`src/ssr_pkg.sv`:
```
package ssr_pkg;
   // ==========================================================
   // Status summary byte layout
   localparam int STB_QUES_BIT = 3;
   localparam int STB_MAV_BIT  = 4;
   localparam int STB_ESB_BIT  = 5;
   localparam int STB_RQS_BIT  = 6;
   localparam logic [7:0] STB_USED_MASK = 8'h78;

   // ==========================================================
   // Standard event layout: bits 0,2,3,4,5,7 implemented
   localparam logic [7:0]  ESR_USED_MASK  = 8'hBD;
   // Questionable layout: bits 0,1,9,11,12 implemented
   localparam logic [15:0] QUES_USED_MASK = 16'h1A03;

   // ==========================================================
   // Register select codes on the command port
   typedef enum logic [2:0] {
      SSR_SEL_STB,
      SSR_SEL_SRE,
      SSR_SEL_ESR,
      SSR_SEL_ESE,
      SSR_SEL_QEVT,
      SSR_SEL_QENB
   } ssr_sel_t;

   // Command strobes from the command parser, one-cycle pulses
   typedef struct packed {
      logic clear_status;   // Clear status command
      logic status_preset;  // Status preset command
      logic reset_cmd;      // Reset command, no status effect
      logic device_clear;   // Bus device clear, no status effect
      logic serial_poll;    // Bus serial poll
      logic power_on;       // Power-on event, applies clear setting
   } ssr_cmd_t;

   // Readings path events
   typedef struct packed {
      logic direct_mode;    // 1: readings go directly to output
      logic first_trigger;  // First reading trigger pulse
      logic all_done;       // All measurements completed pulse
      logic out_nonempty;   // Output buffer holds data
   } ssr_rdg_t;
endpackage

```
`src/ssr_status.sv`:
```
// ==========================================================
module ssr_status (
   input  wire logic              clk_sys,
   input  wire logic              reset,
   input  wire logic              clk_en,
   input  wire ssr_pkg::ssr_cmd_t cmd,
   input  wire ssr_pkg::ssr_rdg_t rdg,
   input  wire logic              cmds_idle,
   input  wire logic              psc_setting,
   input  wire logic [7:0]        std_event_in,
   input  wire logic [15:0]       ques_event_in,
   input  wire logic              reg_wr,
   input  wire logic              reg_rd,
   input  wire ssr_pkg::ssr_sel_t reg_sel,
   input  wire logic [15:0]       reg_wdata,
   output logic [15:0]            reg_rdata,
   output logic                   reg_rvalid,
   output logic [7:0]             poll_byte,
   output logic                   poll_valid,
   output logic                   srq_out
);
   // ==========================================================
   // State
   logic [7:0]  esr_r,  esr_nxt;
   logic [7:0]  ese_r,  ese_nxt;
   logic [15:0] ques_r, ques_nxt;
   logic [15:0] qenb_r, qenb_nxt;
   logic [7:0]  sre_r,  sre_nxt;
   logic        mav_r,  mav_nxt;
   logic        held_r, held_nxt;   // Reading available flag
   logic        nonempty_r;         // Buffer held data last cycle
   logic        rqs_r,  rqs_nxt;
   logic        esb_r,  qsb_r;
   logic        stbq_pend_r;

   // ==========================================================
   // Access decode
   wire wr_sre  = reg_wr && reg_sel == ssr_pkg::SSR_SEL_SRE;
   wire wr_ese  = reg_wr && reg_sel == ssr_pkg::SSR_SEL_ESE;
   wire wr_qenb = reg_wr && reg_sel == ssr_pkg::SSR_SEL_QENB;
   wire rd_esr  = reg_rd && reg_sel == ssr_pkg::SSR_SEL_ESR;
   wire rd_ques = reg_rd && reg_sel == ssr_pkg::SSR_SEL_QEVT;
   wire rd_stb  = reg_rd && reg_sel == ssr_pkg::SSR_SEL_STB;
   wire rd_plain = reg_rd && !rd_stb;

   // ==========================================================
   // Event latches: set wins over any clear in the same cycle
   wire [7:0]  esr_set  = std_event_in & ssr_pkg::ESR_USED_MASK;
   wire [15:0] ques_set = ques_event_in & ssr_pkg::QUES_USED_MASK;
   wire esr_clr  = cmd.clear_status || rd_esr;
   wire ques_clr = cmd.clear_status || rd_ques;
   // Reset command and device clear are deliberately not decoded
   assign esr_nxt  = (esr_clr ? 8'h00 : esr_r) | esr_set;
   assign ques_nxt = (ques_clr ? 16'h0000 : ques_r) | ques_set;

   // ==========================================================
   // Enable masks
   assign ese_nxt  = wr_ese ? reg_wdata[7:0] : ese_r;
   // Preset wins over a write arriving in the same cycle
   assign qenb_nxt = cmd.status_preset ? 16'h0000
                   : wr_qenb ? reg_wdata : qenb_r;
   // Power-on clears only if the stored setting asks for it
   assign sre_nxt  = (cmd.power_on && psc_setting) ? 8'h00
                   : wr_sre ? (reg_wdata[7:0] & ssr_pkg::STB_USED_MASK)
                   : sre_r;

   // ==========================================================
   // Message available
   // Stored mode holds off until every measurement has finished
   wire rdg_evt = rdg.direct_mode ? rdg.first_trigger
                                  : rdg.all_done;
   // Flag drops only once the buffer drains, so a trigger that comes
   // before its reading reaches the buffer still reports data pending
   wire buf_drained = nonempty_r && !rdg.out_nonempty;
   assign held_nxt = rdg_evt ? 1'b1
                   : (buf_drained ? 1'b0 : held_r);
   assign mav_nxt  = rdg.out_nonempty || rdg_evt || held_r;

   // ==========================================================
   // Summaries are recomputed every cycle, never latched
   wire esb_nxt = |(esr_nxt & ese_nxt);
   wire qsb_nxt = |(ques_nxt & qenb_nxt);

   // Summary positions of the status byte, next and present
   logic [7:0] sum_nxt;
   logic [7:0] sum_cur;
   always_comb begin
      sum_nxt = 8'h00;
      sum_nxt[ssr_pkg::STB_QUES_BIT] = qsb_nxt;
      sum_nxt[ssr_pkg::STB_MAV_BIT]  = mav_nxt;
      sum_nxt[ssr_pkg::STB_ESB_BIT]  = esb_nxt;
      sum_cur = 8'h00;
      sum_cur[ssr_pkg::STB_QUES_BIT] = qsb_r;
      sum_cur[ssr_pkg::STB_MAV_BIT]  = mav_r;
      sum_cur[ssr_pkg::STB_ESB_BIT]  = esb_r;
   end

   // Request service: rises on an enabled summary becoming true
   wire req_any   = |(sum_nxt & sre_nxt);
   wire req_cur   = |(sum_cur & sre_r);
   wire req_rise  = req_any && !req_cur;
   // Reading the causing register drops the cause, so rqs follows
   wire src_read  = (rd_esr && esb_r) || (rd_ques && qsb_r);
   assign rqs_nxt = req_rise ? 1'b1
                  : (cmd.serial_poll || cmd.clear_status ||
                     (src_read && !req_any)) ? 1'b0
                  : rqs_r;

   // Status byte as seen this cycle; bits 0-2 and 7 stay zero
   logic [7:0] stb_now;
   always_comb begin
      stb_now = sum_cur;
      stb_now[ssr_pkg::STB_RQS_BIT] = rqs_r;
   end

   // ==========================================================
   // Read data mux; values are the binary-weighted contents
   logic [15:0] rd_mux;
   always_comb begin
      case (reg_sel)
         ssr_pkg::SSR_SEL_STB:  rd_mux = {8'h00, stb_now};
         ssr_pkg::SSR_SEL_SRE:  rd_mux = {8'h00, sre_r};
         ssr_pkg::SSR_SEL_ESR:  rd_mux = {8'h00, esr_r};
         ssr_pkg::SSR_SEL_ESE:  rd_mux = {8'h00, ese_r};
         ssr_pkg::SSR_SEL_QEVT: rd_mux = ques_r;
         ssr_pkg::SSR_SEL_QENB: rd_mux = qenb_r;
         default:               rd_mux = 16'h0000;
      endcase
   end

   // Status byte query is held until the parser reports idle
   wire stbq_go = (rd_stb || stbq_pend_r) && cmds_idle;

   // ==========================================================
   // Registers
   always_ff @(posedge clk_sys) begin
      if (reset) begin
         esr_r <= 8'h00;
         ques_r <= 16'h0000;
         ese_r <= 8'h00;
         qenb_r <= 16'h0000;
         sre_r <= 8'h00;
         mav_r <= 1'b0;
         held_r <= 1'b0;
         nonempty_r <= 1'b0;
         rqs_r <= 1'b0;
         esb_r <= 1'b0;
         qsb_r <= 1'b0;
      end else if (clk_en) begin
         esr_r <= esr_nxt;
         ques_r <= ques_nxt;
         ese_r <= ese_nxt;
         qenb_r <= qenb_nxt;
         sre_r <= sre_nxt;
         mav_r <= mav_nxt;
         held_r <= held_nxt;
         nonempty_r <= rdg.out_nonempty;
         rqs_r <= rqs_nxt;
         esb_r <= esb_nxt;
         qsb_r <= qsb_nxt;
      end
   end

   // Answers; poll answers at once, status byte query changes nothing
   always_ff @(posedge clk_sys) begin
      if (reset) begin
         reg_rdata <= 16'h0000;
         reg_rvalid <= 1'b0;
         poll_byte <= 8'h00;
         poll_valid <= 1'b0;
         srq_out <= 1'b0;
         stbq_pend_r <= 1'b0;
      end else if (clk_en) begin
         reg_rvalid <= rd_plain || stbq_go;
         reg_rdata <= stbq_go ? {8'h00, stb_now} : rd_mux;
         stbq_pend_r <= (rd_stb || stbq_pend_r) && !cmds_idle;
         poll_valid <= cmd.serial_poll;
         poll_byte <= stb_now;
         srq_out <= rqs_nxt;
      end
   end

   // ==========================================================
   // Checks
   // Standard event bits never fall without a clear
   a_event_latch_hold: assert property (@(posedge clk_sys)
      disable iff (reset) (clk_en && !esr_clr)
      |=> ((esr_r & $past(esr_r)) == $past(esr_r)))
      else $error("event bit lost without clear");
   // Questionable bits never fall without a clear
   a_ques_latch_hold: assert property (@(posedge clk_sys)
      disable iff (reset) (clk_en && !ques_clr)
      |=> ((ques_r & $past(ques_r)) == $past(ques_r)))
      else $error("questionable bit lost without clear");
   // Clear status empties the standard event latch
   a_clear_status_clr: assert property (@(posedge clk_sys)
      disable iff (reset) (clk_en && cmd.clear_status && esr_set == 8'h00)
      |=> esr_r == 8'h00)
      else $error("clear status left event bits");
   // Clear status empties the questionable latch
   a_cls_clr_ques: assert property (@(posedge clk_sys)
      disable iff (reset) (clk_en && cmd.clear_status && ques_set == 16'h0000)
      |=> ques_r == 16'h0000)
      else $error("clear status left questionable bits");
   // Query of the standard event latch empties it
   a_query_clr_esr: assert property (@(posedge clk_sys)
      disable iff (reset) (clk_en && rd_esr && esr_set == 8'h00)
      |=> esr_r == 8'h00)
      else $error("event query left bits set");
   // Query of the questionable latch empties it
   a_query_clr_ques: assert property (@(posedge clk_sys)
      disable iff (reset) (clk_en && rd_ques && ques_set == 16'h0000)
      |=> ques_r == 16'h0000)
      else $error("questionable query left bits set");
   // Reset command and device clear leave the latch alone
   a_reset_cmd_keep: assert property (@(posedge clk_sys)
      disable iff (reset)
      (clk_en && (cmd.reset_cmd || cmd.device_clear) && !esr_clr)
      |=> esr_r == ($past(esr_r) | $past(esr_set)))
      else $error("reset command touched event bits");
   // Read data is the latch contents as they stood
   a_rdata_weights: assert property (@(posedge clk_sys)
      disable iff (reset) (clk_en && rd_esr && !stbq_pend_r)
      |=> reg_rdata == {8'h00, $past(esr_r)})
      else $error("event query returned wrong value");
   // Standard summary tracks the enabled event bits
   a_summary_follow: assert property (@(posedge clk_sys)
      disable iff (reset) clk_en
      |=> esb_r == |(esr_r & ese_r))
      else $error("summary not tracking events");
   // Questionable summary tracks the enabled bits
   a_qsum_follow: assert property (@(posedge clk_sys)
      disable iff (reset) clk_en
      |=> qsb_r == |(ques_r & qenb_r))
      else $error("questionable summary not tracking");
   // Clear status spares the enable mask
   a_mask_keep_cls: assert property (@(posedge clk_sys)
      disable iff (reset) (clk_en && cmd.clear_status && !wr_ese)
      |=> $stable(ese_r))
      else $error("clear status changed enable mask");
   // Reading any register leaves the enable mask as it was
   a_mask_keep_read: assert property (@(posedge clk_sys)
      disable iff (reset) (clk_en && reg_rd && !wr_ese)
      |=> $stable(ese_r))
      else $error("read changed enable mask");
   // Status preset zeroes the questionable mask
   a_preset_qenb: assert property (@(posedge clk_sys)
      disable iff (reset) (clk_en && cmd.status_preset)
      |=> qenb_r == 16'h0000)
      else $error("preset did not clear mask");
   // Data in the buffer always shows as message available
   a_mav_follows_buf: assert property (@(posedge clk_sys)
      disable iff (reset) (clk_en && rdg.out_nonempty)
      |=> mav_r)
      else $error("buffer data not reported");
   // Unused status byte positions read zero
   a_stb_unused_zero: assert property (@(posedge clk_sys)
      disable iff (reset) (stb_now & ~ssr_pkg::STB_USED_MASK) == 8'h00)
      else $error("unused status byte bit set");
   // Power-on with the clear setting empties the mask
   a_power_on_sre: assert property (@(posedge clk_sys)
      disable iff (reset) (clk_en && cmd.power_on && psc_setting)
      |=> sre_r == 8'h00)
      else $error("power-on clear setting ignored");
   // Writing zero to the summary mask clears it
   a_sre_write_zero: assert property (@(posedge clk_sys)
      disable iff (reset) (clk_en && wr_sre && reg_wdata[7:0] == 8'h00)
      |=> sre_r == 8'h00)
      else $error("zero write left summary mask set");
   // A new request always has an enabled summary behind it
   a_rqs_has_source: assert property (@(posedge clk_sys)
      disable iff (reset) $rose(rqs_r)
      |-> |(sum_cur & sre_r))
      else $error("request without enabled source");
   // Service request line is the request bit itself
   a_srq_follows_rqs: assert property (@(posedge clk_sys)
      disable iff (reset) srq_out == rqs_r)
      else $error("service request out of step");
   // Request bit falls only on a poll, a clear status or a read of its source
   a_rqs_holds: assert property (@(posedge clk_sys)
      disable iff (reset)
      (clk_en && rqs_r && !cmd.serial_poll && !cmd.clear_status && !src_read)
      |=> rqs_r)
      else $error("request bit dropped without cause");
   // Serial poll answers and drops the request bit
   a_poll_clears_rqs: assert property (@(posedge clk_sys)
      disable iff (reset) (clk_en && cmd.serial_poll && !req_rise)
      |=> !rqs_r ##0 poll_valid)
      else $error("poll did not clear request");
   // Poll returns the status byte as it stood at the poll
   a_poll_value: assert property (@(posedge clk_sys)
      disable iff (reset) (clk_en && cmd.serial_poll)
      |=> poll_byte == $past(stb_now))
      else $error("poll returned wrong status byte");
   // Status byte query leaves the request bit set
   a_stbq_keeps_rqs: assert property (@(posedge clk_sys)
      disable iff (reset)
      (clk_en && rd_stb && rqs_r && !cmd.serial_poll && !cmd.clear_status)
      |=> rqs_r)
      else $error("status byte query cleared request");
   // A held status byte query is not answered while busy
   a_stbq_waits: assert property (@(posedge clk_sys)
      disable iff (reset) (clk_en && stbq_pend_r && !cmds_idle && !reg_rd)
      |=> !reg_rvalid)
      else $error("status byte query answered early");
   // Direct readings report data at the first trigger
   a_direct_mav_set: assert property (@(posedge clk_sys)
      disable iff (reset) (clk_en && rdg.direct_mode && rdg.first_trigger)
      |=> mav_r)
      else $error("first trigger not reported");
   // Stored readings: nothing to report until all are done
   a_stored_mav_wait: assert property (@(posedge clk_sys)
      disable iff (reset)
      (clk_en && !rdg.direct_mode && !rdg.all_done && !rdg.out_nonempty
       && !held_r) |=> !mav_r)
      else $error("message available before completion");
   // Standard event bits 1 and 6 never set
   a_esr_layout: assert property (@(posedge clk_sys)
      disable iff (reset) (esr_r & ~ssr_pkg::ESR_USED_MASK) == 8'h00)
      else $error("unused standard event bit set");
   // Only the five questionable bits can set
   a_ques_layout: assert property (@(posedge clk_sys)
      disable iff (reset) (ques_r & ~ssr_pkg::QUES_USED_MASK) == 16'h0000)
      else $error("unused questionable bit set");
   // Clock enable low freezes every register and output
   a_freeze_hold: assert property (@(posedge clk_sys)
      disable iff (reset) !clk_en
      |=> $stable(esr_r) && $stable(ques_r) && $stable(rqs_r)
          && $stable(srq_out) && $stable(reg_rvalid))
      else $error("state moved while clock enable low");
endmodule

```
`config.mk`:
```
export PLATFORM = sky130hd
export DESIGN_NAME = ssr_status
export DESIGN_NICKNAME = d
export VERILOG_FILES = /design/src/ssr_pkg.sv /design/src/ssr_status.sv
export SDC_FILE = /design/constraint.sdc
export NUM_CORES = 1
export LEC_CHECK = 0
export BUFFER_PORTS_ARGS = -buffer_cell sky130_fd_sc_hd__buf_2
export CAP_MARGIN = 5
export CORE_ASPECT_RATIO = 0.5
export CORE_MARGIN = 3
export CORE_UTILIZATION = 50
export CTS_CLUSTER_DIAMETER = 50
export DETAILED_ROUTE_END_ITERATION = 10
export GPL_ROUTABILITY_DRIVEN = 0
export PLACE_DENSITY = 0.74
export SLEW_MARGIN = 20
export SYNTH_ARGS = -nofsm -noshare
export SYNTH_HDL_FRONTEND = slang
export SYNTH_SLANG_ARGS = --single-unit
```
`constraint.sdc`:
```
create_clock -name clk_sys -period 4.41 [get_ports clk_sys]
set_input_delay 0.882 -clock clk_sys [delete_from_list [all_inputs] [get_ports clk_sys]]
set_output_delay 0.882 -clock clk_sys [all_outputs]
set_load 0.05 [all_outputs]
```
# Word level (Yosys, flattened, before mapping)
# Cells that the tools add are included.
# Widths: inputs -> output; s select.
# totals
ff_bits	85
out_inout_bits	27
wordCells	79
in_bits	60
# classes
mux	14
n_reduce_logical	38
eq_ne	5
bitwise	6
# op_table
cell	count
$pmux 16 s6	1
$mux 16	4
$mux 8	4
$reduce_or 8->1	3
$and 16x16->16	1
$and 6x8->8	2
$or 16x13->16	1
$reduce_or 16->1	1
$logic_and 1x1->1	15
$logic_or 1x1->1	9
$and 8x8->8	1
$or 8x8->8	1
$eq 3x2->1 const B	2
$eq 3x3->1 const B	2
$logic_not 1->1	5
$mux 1	5
$reduce_and 2->1	2
$reduce_bool 2->1	2
$eq 3x1->1 const B	1
$logic_not 3->1	1

# Logic depth before layout (Yosys ltp)
# Gate-level depths: netlist of the first run.
# logic_depth
depth_word	14
ltp_mapped	8

# Worst setup path before layout of the first run
# OpenSTA, ideal clock, no wires.
# synth_timing
path_kind	in2reg
startpoint	input reg_sel[1]
endpoint	register qsb_r
slack_ps	2048
arrival_ps	2225
cell_stages	7
cell_sequence	and4b_1 > buf_6 > mux2_4 > a2111oi_4 > nand4_1 > o21ai_1 > a211oi_1
# synth_via
elab_chain_cells	7
word_cells_on_any_way	11
# synth_lines
element	line_no	text
from (decl)	ssr_status.sv:14	input wire ssr_pkg::ssr_sel_t reg_sel,
$eq 3x3->1	ssr_status.sv:42	wire rd_ques = reg_rd && reg_sel == ssr_pkg::SSR_SEL_QEVT;
$logic_and 1x1->1	ssr_status.sv:42	
$logic_or 1x1->1	ssr_status.sv:51	wire ques_clr = cmd.clear_status || rd_ques;
$mux 16	ssr_status.sv:54	assign ques_nxt = (ques_clr ? 16'h0000 : ques_r) | ques_set;
$or 16x13->16	ssr_status.sv:54	
$and 16x16->16 (*)	ssr_status.sv:82	wire qsb_nxt = |(ques_nxt & qenb_nxt);
$reduce_or 16->1 (*)	ssr_status.sv:82	
to (signal assigned)	ssr_status.sv:160	qsb_r <= qsb_nxt;
to (decl)	ssr_status.sv:33	logic esb_r, qsb_r;
# Every way passes the cells marked *; elsewhere a longest branch is shown, timed or not.
# A chain may end at the register's enable or synchronous reset.

# Worst setup path in the final report of the first run
# layout_timing
startpoint	input reg_sel[1]
endpoint	register srq_out
# layout_via
elab_chain_cells	14
word_cells_on_any_way	37
# layout_lines
element	line_no	text
$eq 3x3->1 or $eq 3x2->1 (tied branches)	ssr_status.sv:42, ssr_status.sv:41	
$logic_and 1x1->1 (on tied branches)	ssr_status.sv:42, ssr_status.sv:41	
$logic_or 1x1->1 (on tied branches)	ssr_status.sv:51, ssr_status.sv:50	
$mux 16 or $mux 8 (tied branches)	ssr_status.sv:54, ssr_status.sv:53	
$or 16x13->16 or $or 8x8->8 (tied branches)	ssr_status.sv:54, ssr_status.sv:53	
$and 16x16->16 or $and 8x8->8 (tied branches)	ssr_status.sv:82, ssr_status.sv:81	
$reduce_or 16->1 or $reduce_or 8->1 (tied branches)	ssr_status.sv:82, ssr_status.sv:81	
$and 6x8->8	ssr_status.sv:99	wire req_any = |(sum_nxt & sre_nxt);
$reduce_or 8->1	ssr_status.sv:99	
$logic_not 1->1	ssr_status.sv:106	(src_read && !req_any)) ? 1'b0
$logic_and 1x1->1	ssr_status.sv:106	
$logic_or 1x1->1	ssr_status.sv:105	: (cmd.serial_poll || cmd.clear_status ||
$reduce_bool 2->1 (no source line)	-	
$reduce_and 2->1 (no source line)	-	
to (signal assigned)	ssr_status.sv:179	srq_out <= rqs_nxt;
to (decl)	ssr_status.sv:20	output logic srq_out
# Parallel ways exist; a longest one is shown, timed or not.

==> summary.md, run 1 <==
| Metric | Value |
|---|---|
| Core footprint | `7490 um2` |
| Outcome | `complete, no violations` |
| Worst-Margin Slew | `1020 ps` |
| CTS Buf Count | `9` |
| Hold Buf Count CTS | `0` |
| IO Count | `87` |
| Synth Register Bits | `81` |
| Post-CTS Setup Bufs | `0` |
| CP Launch Type | `primary input` |
| Worst hold slack | `479 ps` |
| Rel. slew slack | `0.320` |
| Crit path max fanout | `15` |
| Total gr overflow | `0` |
| Number of remaining DRC errors | `0` |
| Sw power | `0.000423 W` |
| Worst setup path class | `primary input to flip-flop` |
| Static Leak | `1.95 nW` |
| Worst Setup SP | `reg_sel[1]` |
| Post-synthesis sequential area ratio | `0.410` |
| Xor/xnor share of the synthesized area | `0` |
| Area delta synth->final | `16.0%` |
| Cell Pwr Density | `363 nW/um2` |
| Post-route ant nets | `0` |
| Synth Area in Simple Gates | `0.179` |
| Fmax achieved | `359 MHz` |
| Worst min path class | `flip-flop to flip-flop` |
| Drt wl/cell | `17.1 um` |
| Antenna violations before repair | `0` |
| Synth cell types | `50` |
| Share of cells above drive strength 1 | `0.229` |
| EDFF count, synth | `0` |
| Total vias in the final route | `3470` |
| Total design power | `0.00167 W` |
| Setup TNS | `0 ps` |
| Die area | `9080 um2` |
| Reg2reg end | `reg_rdata[12]$_SDFFE_PP0P_` |
| CP required | `4630 ps` |
| Flop pwr share | `0.458` |
| CTS max path bufs | `2` |
| YS warnings | `0` |
| Main combinational cell family by area after synthesis | `compound AO/OA/AOI/OAI gates` |
| Fin util | `0.613` |
| Final Non-Filler Cells | `602` |
| Worst reg2reg startpoint | `stbq_pend_r$_SDFFE_PP0P_` |
| Initial Utilization | `0.528` |
| Adder-Cell Fraction of Synth Area | `0` |
| Vias in the first global route | `3083` |
| Fillers | `693` |
| Post-synth ARST share | `0` |
| Max-Cap Viols | `0` |
| Via/cell ratio | `5.76` |
| CTS H-tree lvls | `3` |
| Syn Area/Cell | `9.01 um2` |
| Reg2reg setup slack | `2640 ps` |
| Die H | `68.9 um` |
| Worst VDD drop | `0.000178 V` |
| Sw Share | `0.254` |
| CTS Root Cell | `clkbuf_16` |
| Post-Syn Area | `3960 um2` |
| Clock Skews | `4.40 ps` |
| Top_reg_cell synth | `dfxtp_1` |
| Placed cell count | `587` |
| Compound-Gate Fraction of Synth Area | `0.213` |
| WL final | `10300 um` |
| Cell taking the most area after synthesis | `dfxtp_1` |
| Resized cells post-CTS | `0` |
| Clock-pin slew on the worst setup and hold paths | `60 ps` |
| Mapped Cells | `439` |
| First-pass GRT wire length | `16000 um` |
| Die width | `132 um` |
| Final Cycle Share | `0.632` |
| Logic pwr share | `0.110` |
| First-pass DRT Iterations | `5` |
| RSZ-0062 raised after global routing | `no` |
| Fin. max-slew vios | `0` |
| Worst hold start | `held_r$_SDFFE_PP0P_` |
| Initial DRC Count | `262` |
| Final setup vio count | `0` |
| CTS tree | `yes` |
| Antenna diode count | `0` |
| CTS Sinks | `81` |
| Clock Power Share | `0.432` |
| Largest net degree at the start of global routing | `47` |
| Synth top area cells | `dfxtp_1, a22oi_1, mux2i_1, mux2_2, nor2_1` |
| Final #Nets | `550` |
| Hold Vio Cnt, Final | `0` |
| Cell-internal power | `0.00124 W` |
| Post-DP HPWL | `7220 um` |
| Post-synth top area share | `0.410` |
| Final Critical Period | `2790 ps` |
| Total GRT Usage | `0.229` |
| FP Rows | `22` |
| Worst setup endpoint | `srq_out$_SDFFE_PP0P_` |
| Arrival time worst endpoint | `3010 ps` |
| PortBufs | `67` |
| Insertion delay to the later sink of the worst-skew pair | `340 ps` |
| Mux cell area share after synthesis | `0.149` |
| Crit end category | `flip-flop` |
| R2R cell count | `5` |
## kinds of logic (layout without fill, tap and decap cells)
logic type | after synthesis | count (layout)
DFF | 81 | 81
other | 1 | 4
and+or+nand+nor | 145 | 145
buffers and inverters | 40 | 92
muxes | 55 | 55
AOI/OAI and AO/OA | 117 | 117
## registers in the layout (all words and copies together) (netlist names), 4 cells and up
name / count
esr_r: 8
ques_r: 16
reg_rdata: 16
ese_r: 8
sre_r: 4
poll_byte: 4
qenb_r: 16
## cells in the mapped netlist (all sizes together), types with 3 or more instances
library cell	count
a211oi	9
a21oi	20
a221oi	5
a22oi	43
a31oi	7
a32oi	9
and2	13
buf	15
clkbuf	21
dfxtp	81
inv	4
mux2	28
mux2i	27
nand2	21
nand2b	3
nand3	4
nor2	67
nor2b	19
o21ai	10
o21bai	3
o22ai	3
## area by class of cell
| cell class | count | area [um2] | share of cell area |
|---|---|---|---|
| Multi-Input combinational cell | 321 | 2160 | 0.470 |
| Inverter | 4 | 15.0 | 0.00327 |
| Timing Repair Buffer | 73 | 380 | 0.0829 |
| Clock buffer | 11 | 233 | 0.0507 |
| Clock inverter | 4 | 45.0 | 0.00982 |
| Tap cell | 108 | 135 | 0.0295 |
| Sequential cell | 81 | 1620 | 0.354 |
## critical path, cell delays in order
cell and delay (ps):
buf_2 230, nand4b_1 540, mux2i_1 410, o22ai_1 100, nor4_1 470, o221ai_1 200
o2bb2ai_1 150
## power by group through the flow
stage / Sequential [W] / Combinational, W / Clock, W
2_1_floorplan: 0.000795 / 0.000105 / 0
3_3_place_gp: 0.000778 / 0.000178 / 0
3_5_place_dp: 0.000779 / 0.000181 / 0
4_1_cts: 0.000763 / 0.000182 / 0.000729
5_1_grt: 0.000765 / 0.000199 / 0.000754
6_report: 0.000763 / 0.000184 / 0.000719
## stage by stage
step | worst slack (ps) | instance area [um2]
2_1_floorplan | 2050 | 3970
3_3_place_gp | 1340 | 4310
3_5_place_dp | 1340 | 4310
4_1_cts | 1690 | 4580
5_1_grt | 1480 | 4590
6_report | 1620 | 4590
## routing by layer
layer / part of all wire / track usage
met5: 0 / 0
met4: 0.012 / 0.0628
met3: 0.071 / 0.0580
met2: 0.44 / 0.367
met1: 0.48 / 0.312
## cell usage in the layout (no fill, tap or decap), types with 6 or more instances in the layout
| cell type | count |
|---|---|
| nor2_1 | 67 |
| and2_1 | 13 |
| a22oi_1 | 43 |
| a211oi_1 | 9 |
| buf_4 | 6 |
| nand2_1 | 21 |
| o21ai_0 | 7 |
| a21oi_1 | 20 |
| nor2b_1 | 19 |
| a31oi_1 | 7 |
| mux2_2 | 23 |
| buf_2 | 67 |
| mux2i_1 | 27 |
| dfxtp_1 | 81 |
| a32oi_1 | 9 |
| clkbuf_16 | 9 |
## how the worst min path moves through the flow
| stage | endpoint | cells after the start | slack, ps |
|---|---|---|---|
| floorplan | esr_r[6]$_SDFFE_PP0P_ | 2 | 430 |
| global placement | held_r$_SDFFE_PP0P_ | 2 | 460 |
| detailed placement | held_r$_SDFFE_PP0P_ | 2 | 470 |
| CTS | esr_r[6]$_SDFFE_PP0P_ | 2 | 480 |
| global route | reg_rvalid$_SDFFE_PP0P_ | 2 | 490 |
| finish | held_r$_SDFFE_PP0P_ | 2 | 480 |
No activity file was read; power rests on OpenSTA's default activity.
==> run 2: changes to the inputs <==
==> constraint.sdc (replaced) <==
create_clock -name clk_sys -period 2.7 [get_ports clk_sys]
set_input_delay 0.54 -clock clk_sys [delete_from_list [all_inputs] [get_ports clk_sys]]
set_output_delay 0.54 -clock clk_sys [all_outputs]
set_load 0.05 [all_outputs]
==> run 2 against run 1 <==
Net effect: cell area increased by 2.8%; worst setup slack worse by 1200 ps; combinational power increased by 69%; sequential share of layout area fell by 0.97 points; clock-buffer cell count is 1 lower; register-to-register slack got worse by 1700 ps; sequential power rose by 64%; clock skew up 2.7 ps; critical path depth rose by 1.
==> summary.md, run 2 (synthesized netlist as in run 1, its figures left out) <==
| Metric | Value |
|---|---|
| Rel. slew slack | `0.512` |
| Worst path max stage delay | `350 ps` |
| Max-Cap Viols | `0` |
| Largest net degree at the start of global routing | `29` |
| Total vias in the final route | `3531` |
| Setup TNS | `0 ps` |
| CTS Sinks | `81` |
| Commonest non-fill, non-tap cells in the layout | `dfxtp_1, nor2_1, buf_2` |
| Arrival time worst endpoint | `2450 ps` |
| CP required | `2900 ps` |
| CTS H-tree lvls | `3` |
| Hold Vio Cnt, Final | `0` |
| Resized cells post-CTS | `0` |
| Die width | `132 um` |
| Fillers | `662` |
| CP Launch Type | `primary input` |
| Fmax achieved | `444 MHz` |
| Insertion delay to the later sink of the worst-skew pair | `340 ps` |
| CTS tree | `yes` |
| Area delta synth->final | `19.2%` |
| First-pass GRT wire length | `15900 um` |
| Static Leak | `2.01 nW` |
| Total GRT Usage | `0.224` |
| Clock Skews | `7.07 ps` |
| Die H | `68.9 um` |
| Die area | `9080 um2` |
| FP Rows | `22` |
| Worst-Margin Slew | `732 ps` |
| Outcome | `complete, no violations` |
| Crit path max fanout | `21` |
| Post-CTS Setup Bufs | `0` |
| Clock-pin slew on the worst setup and hold paths | `50 ps` |
| Initial Utilization | `0.528` |
| Final Critical Period | `2250 ps` |
| Final #Nets | `560` |
| Final Cycle Share | `0.834` |
| Post-route ant nets | `0` |
| Via/cell ratio | `5.77` |
| Share of cells above drive strength 1 | `0.248` |
| Post-DP HPWL | `7130 um` |
| Hold Buf Count CTS | `0` |
| CTS Buf Count | `9` |
| Number of remaining DRC errors | `0` |
| Antenna diode count | `0` |
| Largest registers | `qenb_r x16, ques_r x16, reg_rdata x16` |
| Core footprint | `7490 um2` |
| Final setup vio count | `0` |
| Worst min path class | `primary input to flip-flop` |
| Slowest stage cell, crit path | `o21ai_1` |
| Antenna violations before repair | `0` |
| RSZ-0062 raised after global routing | `no` |
| Critical-path cell list | `buf_2 -> and4b_1 -> buf_12 -> mux2_4 -> a2111oi_4 -> nand4_1 -> o21ai_1 -> a211oi_1` |
| Total gr overflow | `0` |
| Vias in the first global route | `3101` |
| Worst VDD drop | `0.000384 V` |
| Drt wl/cell | `16.5 um` |
| Worst setup path class | `primary input to flip-flop` |
| Crit end category | `flip-flop` |
| Cell Pwr Density | `607 nW/um2` |
| CTS max path bufs | `2` |
| Fin util | `0.630` |
| First-pass DRT Iterations | `5` |
| Commonest non-fill, non-tap cell in the layout | `dfxtp_1` |
| WL final | `10100 um` |
| PortBufs | `67` |
| Fin. max-slew vios | `0` |
| CTS Root Cell | `clkbuf_16` |
| IO Count | `87` |
| Initial DRC Count | `314` |
-- run 2: changes by cell type in the layout (fill, tap and decap cells not counted) --
cell	previous run	this run
buf_12	0	1
bufinv_16	1	2
clkinv_2	3	1
clkbuf_1	2	0
clkbuf_8	0	1
clkinvlp_4	0	2
buf_4	6	15
-- run 2: layout make-up --
cell class | count | area (um2) | area share
Clock buffer | 10 | 239 | 0.0507
Clock inverter | 5 | 80.1 | 0.0170
Inverter | 4 | 15.0 | 0.00318
Multi-Input combinational cell | 321 | 2160 | 0.457
Sequential cell | 81 | 1620 | 0.344
Tap cell | 108 | 135 | 0.0287
Timing Repair Buffer | 83 | 468 | 0.0992
-- run 2: critical path: cells and delay by family --
family          cells  cell delay [ps]
simple gates        2              400
mux                 1              330
compound gates      3              810
buf+inv             2              340
-- run 2: final timing paths --
path                                  from                          to  slack, ps  cells after the start
setup / recovery                reg_sel[0]          qsb_r$_SDFFE_PP0P_        450                      8
hold / removal                   cmds_idle    stbq_pend_r$_SDFFE_PP0P_        430                      2
setup reg to reg  stbq_pend_r$_SDFFE_PP0P_  reg_rdata[14]$_SDFFE_PP0P_        930                      5
hold reg to reg      esr_r[6]$_SDFFE_PP0P_       esr_r[6]$_SDFFE_PP0P_        460                      2
-- run 2: report_power, final --
| part | internal (W) | total, W | switching [W] | leakage, nW |
|---|---|---|---|---|
| Combinational | 0.000110 | 0.000311 | 0.000201 | 1.20 |
| Clock | 0.000827 | 0.00130 | 0.000477 | 0.151 |
| Sequential | 0.00122 | 0.00125 | 0.0000216 | 0.658 |
| Total | 0.00216 | 0.00286 | 0.000699 | 2.01 |
-- run 2: metrics by stage --
stage / power (W) / cells / hold slack [ps] / cell area [um2] / worst slack, ps
floorplan: 0.00147 / 442 / 431 / 3970 / 680
global placement: 0.00157 / 597 / 453 / 4390 / 142
detailed placement: 0.00158 / 597 / 455 / 4400 / 105
CTS: 0.00287 / 612 / 420 / 4720 / 480
global route: 0.00295 / 612 / 429 / 4720 / 395
finish: 0.00286 / 612 / 426 / 4720 / 448
-- run 2: layer usage --
| metal | global-route usage | share of wire |
|---|---|---|
| met3 | 0.0609 | 0.065 |
| met1 | 0.314 | 0.49 |
| met2 | 0.352 | 0.44 |
| met4 | 0.0471 | 0.0055 |
| met5 | 0 | 0 |
==> run 3: changes to the inputs <==
==> constraint.sdc (replaced) <==
create_clock -name clk_sys -period 2.25 [get_ports clk_sys]
set_input_delay 0.45 -clock clk_sys [delete_from_list [all_inputs] [get_ports clk_sys]]
set_output_delay 0.45 -clock clk_sys [all_outputs]
set_load 0.05 [all_outputs]
==> run 3 against run 2 <==
Net effect: non-clock buffer count is 15 higher; combinational power increased by 26%; die area unchanged; worst setup slack lost 200 ps; utilization is 1.6 points higher; clock power grew 24%; register-to-register slack lost 270 ps; wire length is 4.8% higher; critical path depth increased by 2; cell count grew 2.6%; clock skew about the same; largest power group unchanged; highest routed layer unchanged.
==> summary.md, run 3 (synthesized netlist as in run 1, its figures left out) <==
| Metric | Value |
|---|---|
| Initial DRC Count | `338` |
| IO Count | `87` |
| Placed cell count | `612` |
| CTS max path bufs | `2` |
| Drt wl/cell | `16.8 um` |
| Worst reg2reg startpoint | `qenb_r[14]$_SDFFE_PP0P_` |
| Antenna violations before repair | `0` |
| Hold Vio Cnt, Final | `0` |
| Arrival time worst endpoint | `2230 ps` |
| FP Rows | `22` |
| Outcome | `complete, no violations` |
| Total gr overflow | `0` |
| CP required | `2480 ps` |
| CTS Buf Count | `9` |
| Worst hold start | `cmds_idle` |
| Multi-input logic area | `2160 um2` |
| Commonest non-fill, non-tap cell in the layout | `dfxtp_1` |
| Vias in the first global route | `3277` |
| PortBufs | `67` |
| Logic pwr share | `0.112` |
| Post-route ant nets | `0` |
| R2R cell count | `6` |
| Final Cycle Share | `0.890` |
| Number of remaining DRC errors | `0` |
| Sw Share | `0.258` |
| Flop pwr share | `0.427` |
| Resized cells post-CTS | `0` |
| RSZ-0062 raised after global routing | `no` |
| Total design power | `0.00350 W` |
| Total GRT Usage | `0.234` |
| Final Non-Filler Cells | `628` |
| Hold Buf Count CTS | `0` |
| Via/cell ratio | `5.73` |
| Post-DP HPWL | `7500 um` |
| First-pass GRT wire length | `16700 um` |
| Worst min path class | `primary input to flip-flop` |
| Die width | `132 um` |
| Initial Utilization | `0.528` |
| Fmax achieved | `499 MHz` |
| Clock-pin slew on the worst setup and hold paths | `60 ps` |
| Worst-Margin Slew | `685 ps` |
| Crit path max fanout | `8` |
| Sw power | `0.000901 W` |
| Fillers | `660` |
| Area delta synth->final | `22.3%` |
| Worst VDD drop | `0.000434 V` |
| Cell Pwr Density | `723 nW/um2` |
| Core footprint | `7490 um2` |
| CTS tree | `yes` |
| Hold Path Sink | `stbq_pend_r$_SDFFE_PP0P_` |
| Commonest non-fill, non-tap cells in the layout | `dfxtp_1, nor2_1, buf_2` |
| Die H | `68.9 um` |
| Worst setup path class | `primary input to flip-flop` |
| Hold Path Stages | `2` |
| WL final | `10600 um` |
| Fin. max-slew vios | `0` |
| CTS H-tree lvls | `3` |
| Reg2reg end | `qsb_r$_SDFFE_PP0P_` |
| Largest net degree at the start of global routing | `27` |
| Static Leak | `2.09 nW` |
| Total vias in the final route | `3598` |
| Final #Nets | `575` |
| Clock Skews | `6.60 ps` |
| CTS Sinks | `81` |
| CP Launch Type | `primary input` |
| Insertion delay to the later sink of the worst-skew pair | `350 ps` |
| Clock Power Share | `0.461` |
| Final setup vio count | `0` |
| Rel. slew slack | `0.543` |
| Share of cells above drive strength 1 | `0.271` |
| Cell Area, Placed | `4510 um2` |
| Reg2reg setup slack | `660 ps` |
| First-pass DRT Iterations | `4` |
| Post-place setup slack | `-189 ps` |
| CTS Root Cell | `clkbuf_16` |
| Worst hold slack | `324 ps` |
| Cell-internal power | `0.00260 W` |
| Storage cell area | `1620 um2` |
| Largest registers | `qenb_r x16, ques_r x16, reg_rdata x16` |
| Die area | `9080 um2` |
| Antenna diode count | `0` |
| Post-CTS Setup Bufs | `0` |
| Final Critical Period | `2000 ps` |
| Max-Cap Viols | `0` |
| Worst setup margin | `247 ps` |
| Design area | `4840 um2` |
| Crit end category | `flip-flop` |
[run 3: cell count changes in the layout (fill, tap and decap cells not counted), sizes merged]
| cell | change |
|---|---|
| clkinv | +1 |
| clkbuf | -1 |
| inv | +2 |
| clkinvlp | -1 |
| buf | +15 |
[run 3: critical path: stages]
cell	delay (ps)
buf_2	130
buf_4	150
nand4b_1	160
buf_4	200
mux2i_1	260
o22ai_1	110
nor4_1	350
buf_4	180
o221ai_1	110
o2bb2ai_1	140
[run 3: worst max-delay path by stage]
stage	startpoint	end	slack, ps
2_1_floorplan	reg_sel[1]	qsb_r$_SDFFE_PP0P_	320
3_3_place_gp	reg_sel[2]	qenb_r[14]$_SDFFE_PP0P_	-100
3_5_place_dp	reg_sel[2]	qenb_r[2]$_SDFFE_PP0P_	-190
4_1_cts	reg_sel[2]	qenb_r[7]$_SDFFE_PP0P_	170
5_1_grt	reg_sel[1]	srq_out$_SDFFE_PP0P_	170
6_report	reg_sel[2]	srq_out$_SDFFE_PP0P_	250
[run 3: power groups by stage]
stage                     Sequential, W  Clock (W)  Combinational, W
after floorplan                 0.00156          0          0.000206
after global placement          0.00153          0          0.000379
after detailed placement        0.00153          0          0.000385
after CTS                       0.00149    0.00162          0.000388
after global routing            0.00150    0.00167          0.000424
final                           0.00149    0.00161          0.000392
[run 3: layer usage]
metal / wire length [um] / GRT usage / vias to the layer above / part of all wire
li1: - / - / 1756 / -
met2: 4750 / 0.381 / 127 / 0.45
met1: 5050 / 0.314 / 1700 / 0.48
met5: 0 / 0 / - / 0
met3: 655 / 0.0609 / 15 / 0.062
met4: 111 / 0.0668 / 0 / 0.011
[run 3: metrics by stage]
step	TNS (ps)	utilization
after floorplan	0	-
after CTS	0	0.646
after global routing	0	0.646
after detailed placement	-2250	0.602
final	0	0.646
after global placement	-1140	0.602
[run 3: layout make-up]
cell class	count	share of cell area
clock inverters	7	0.0212
flip-flops and latches	81	0.335
inverters	4	0.00310
repair buffers	98	0.120
clock buffers	9	0.0466
multi-input cells	321	0.446
well taps	108	0.0279
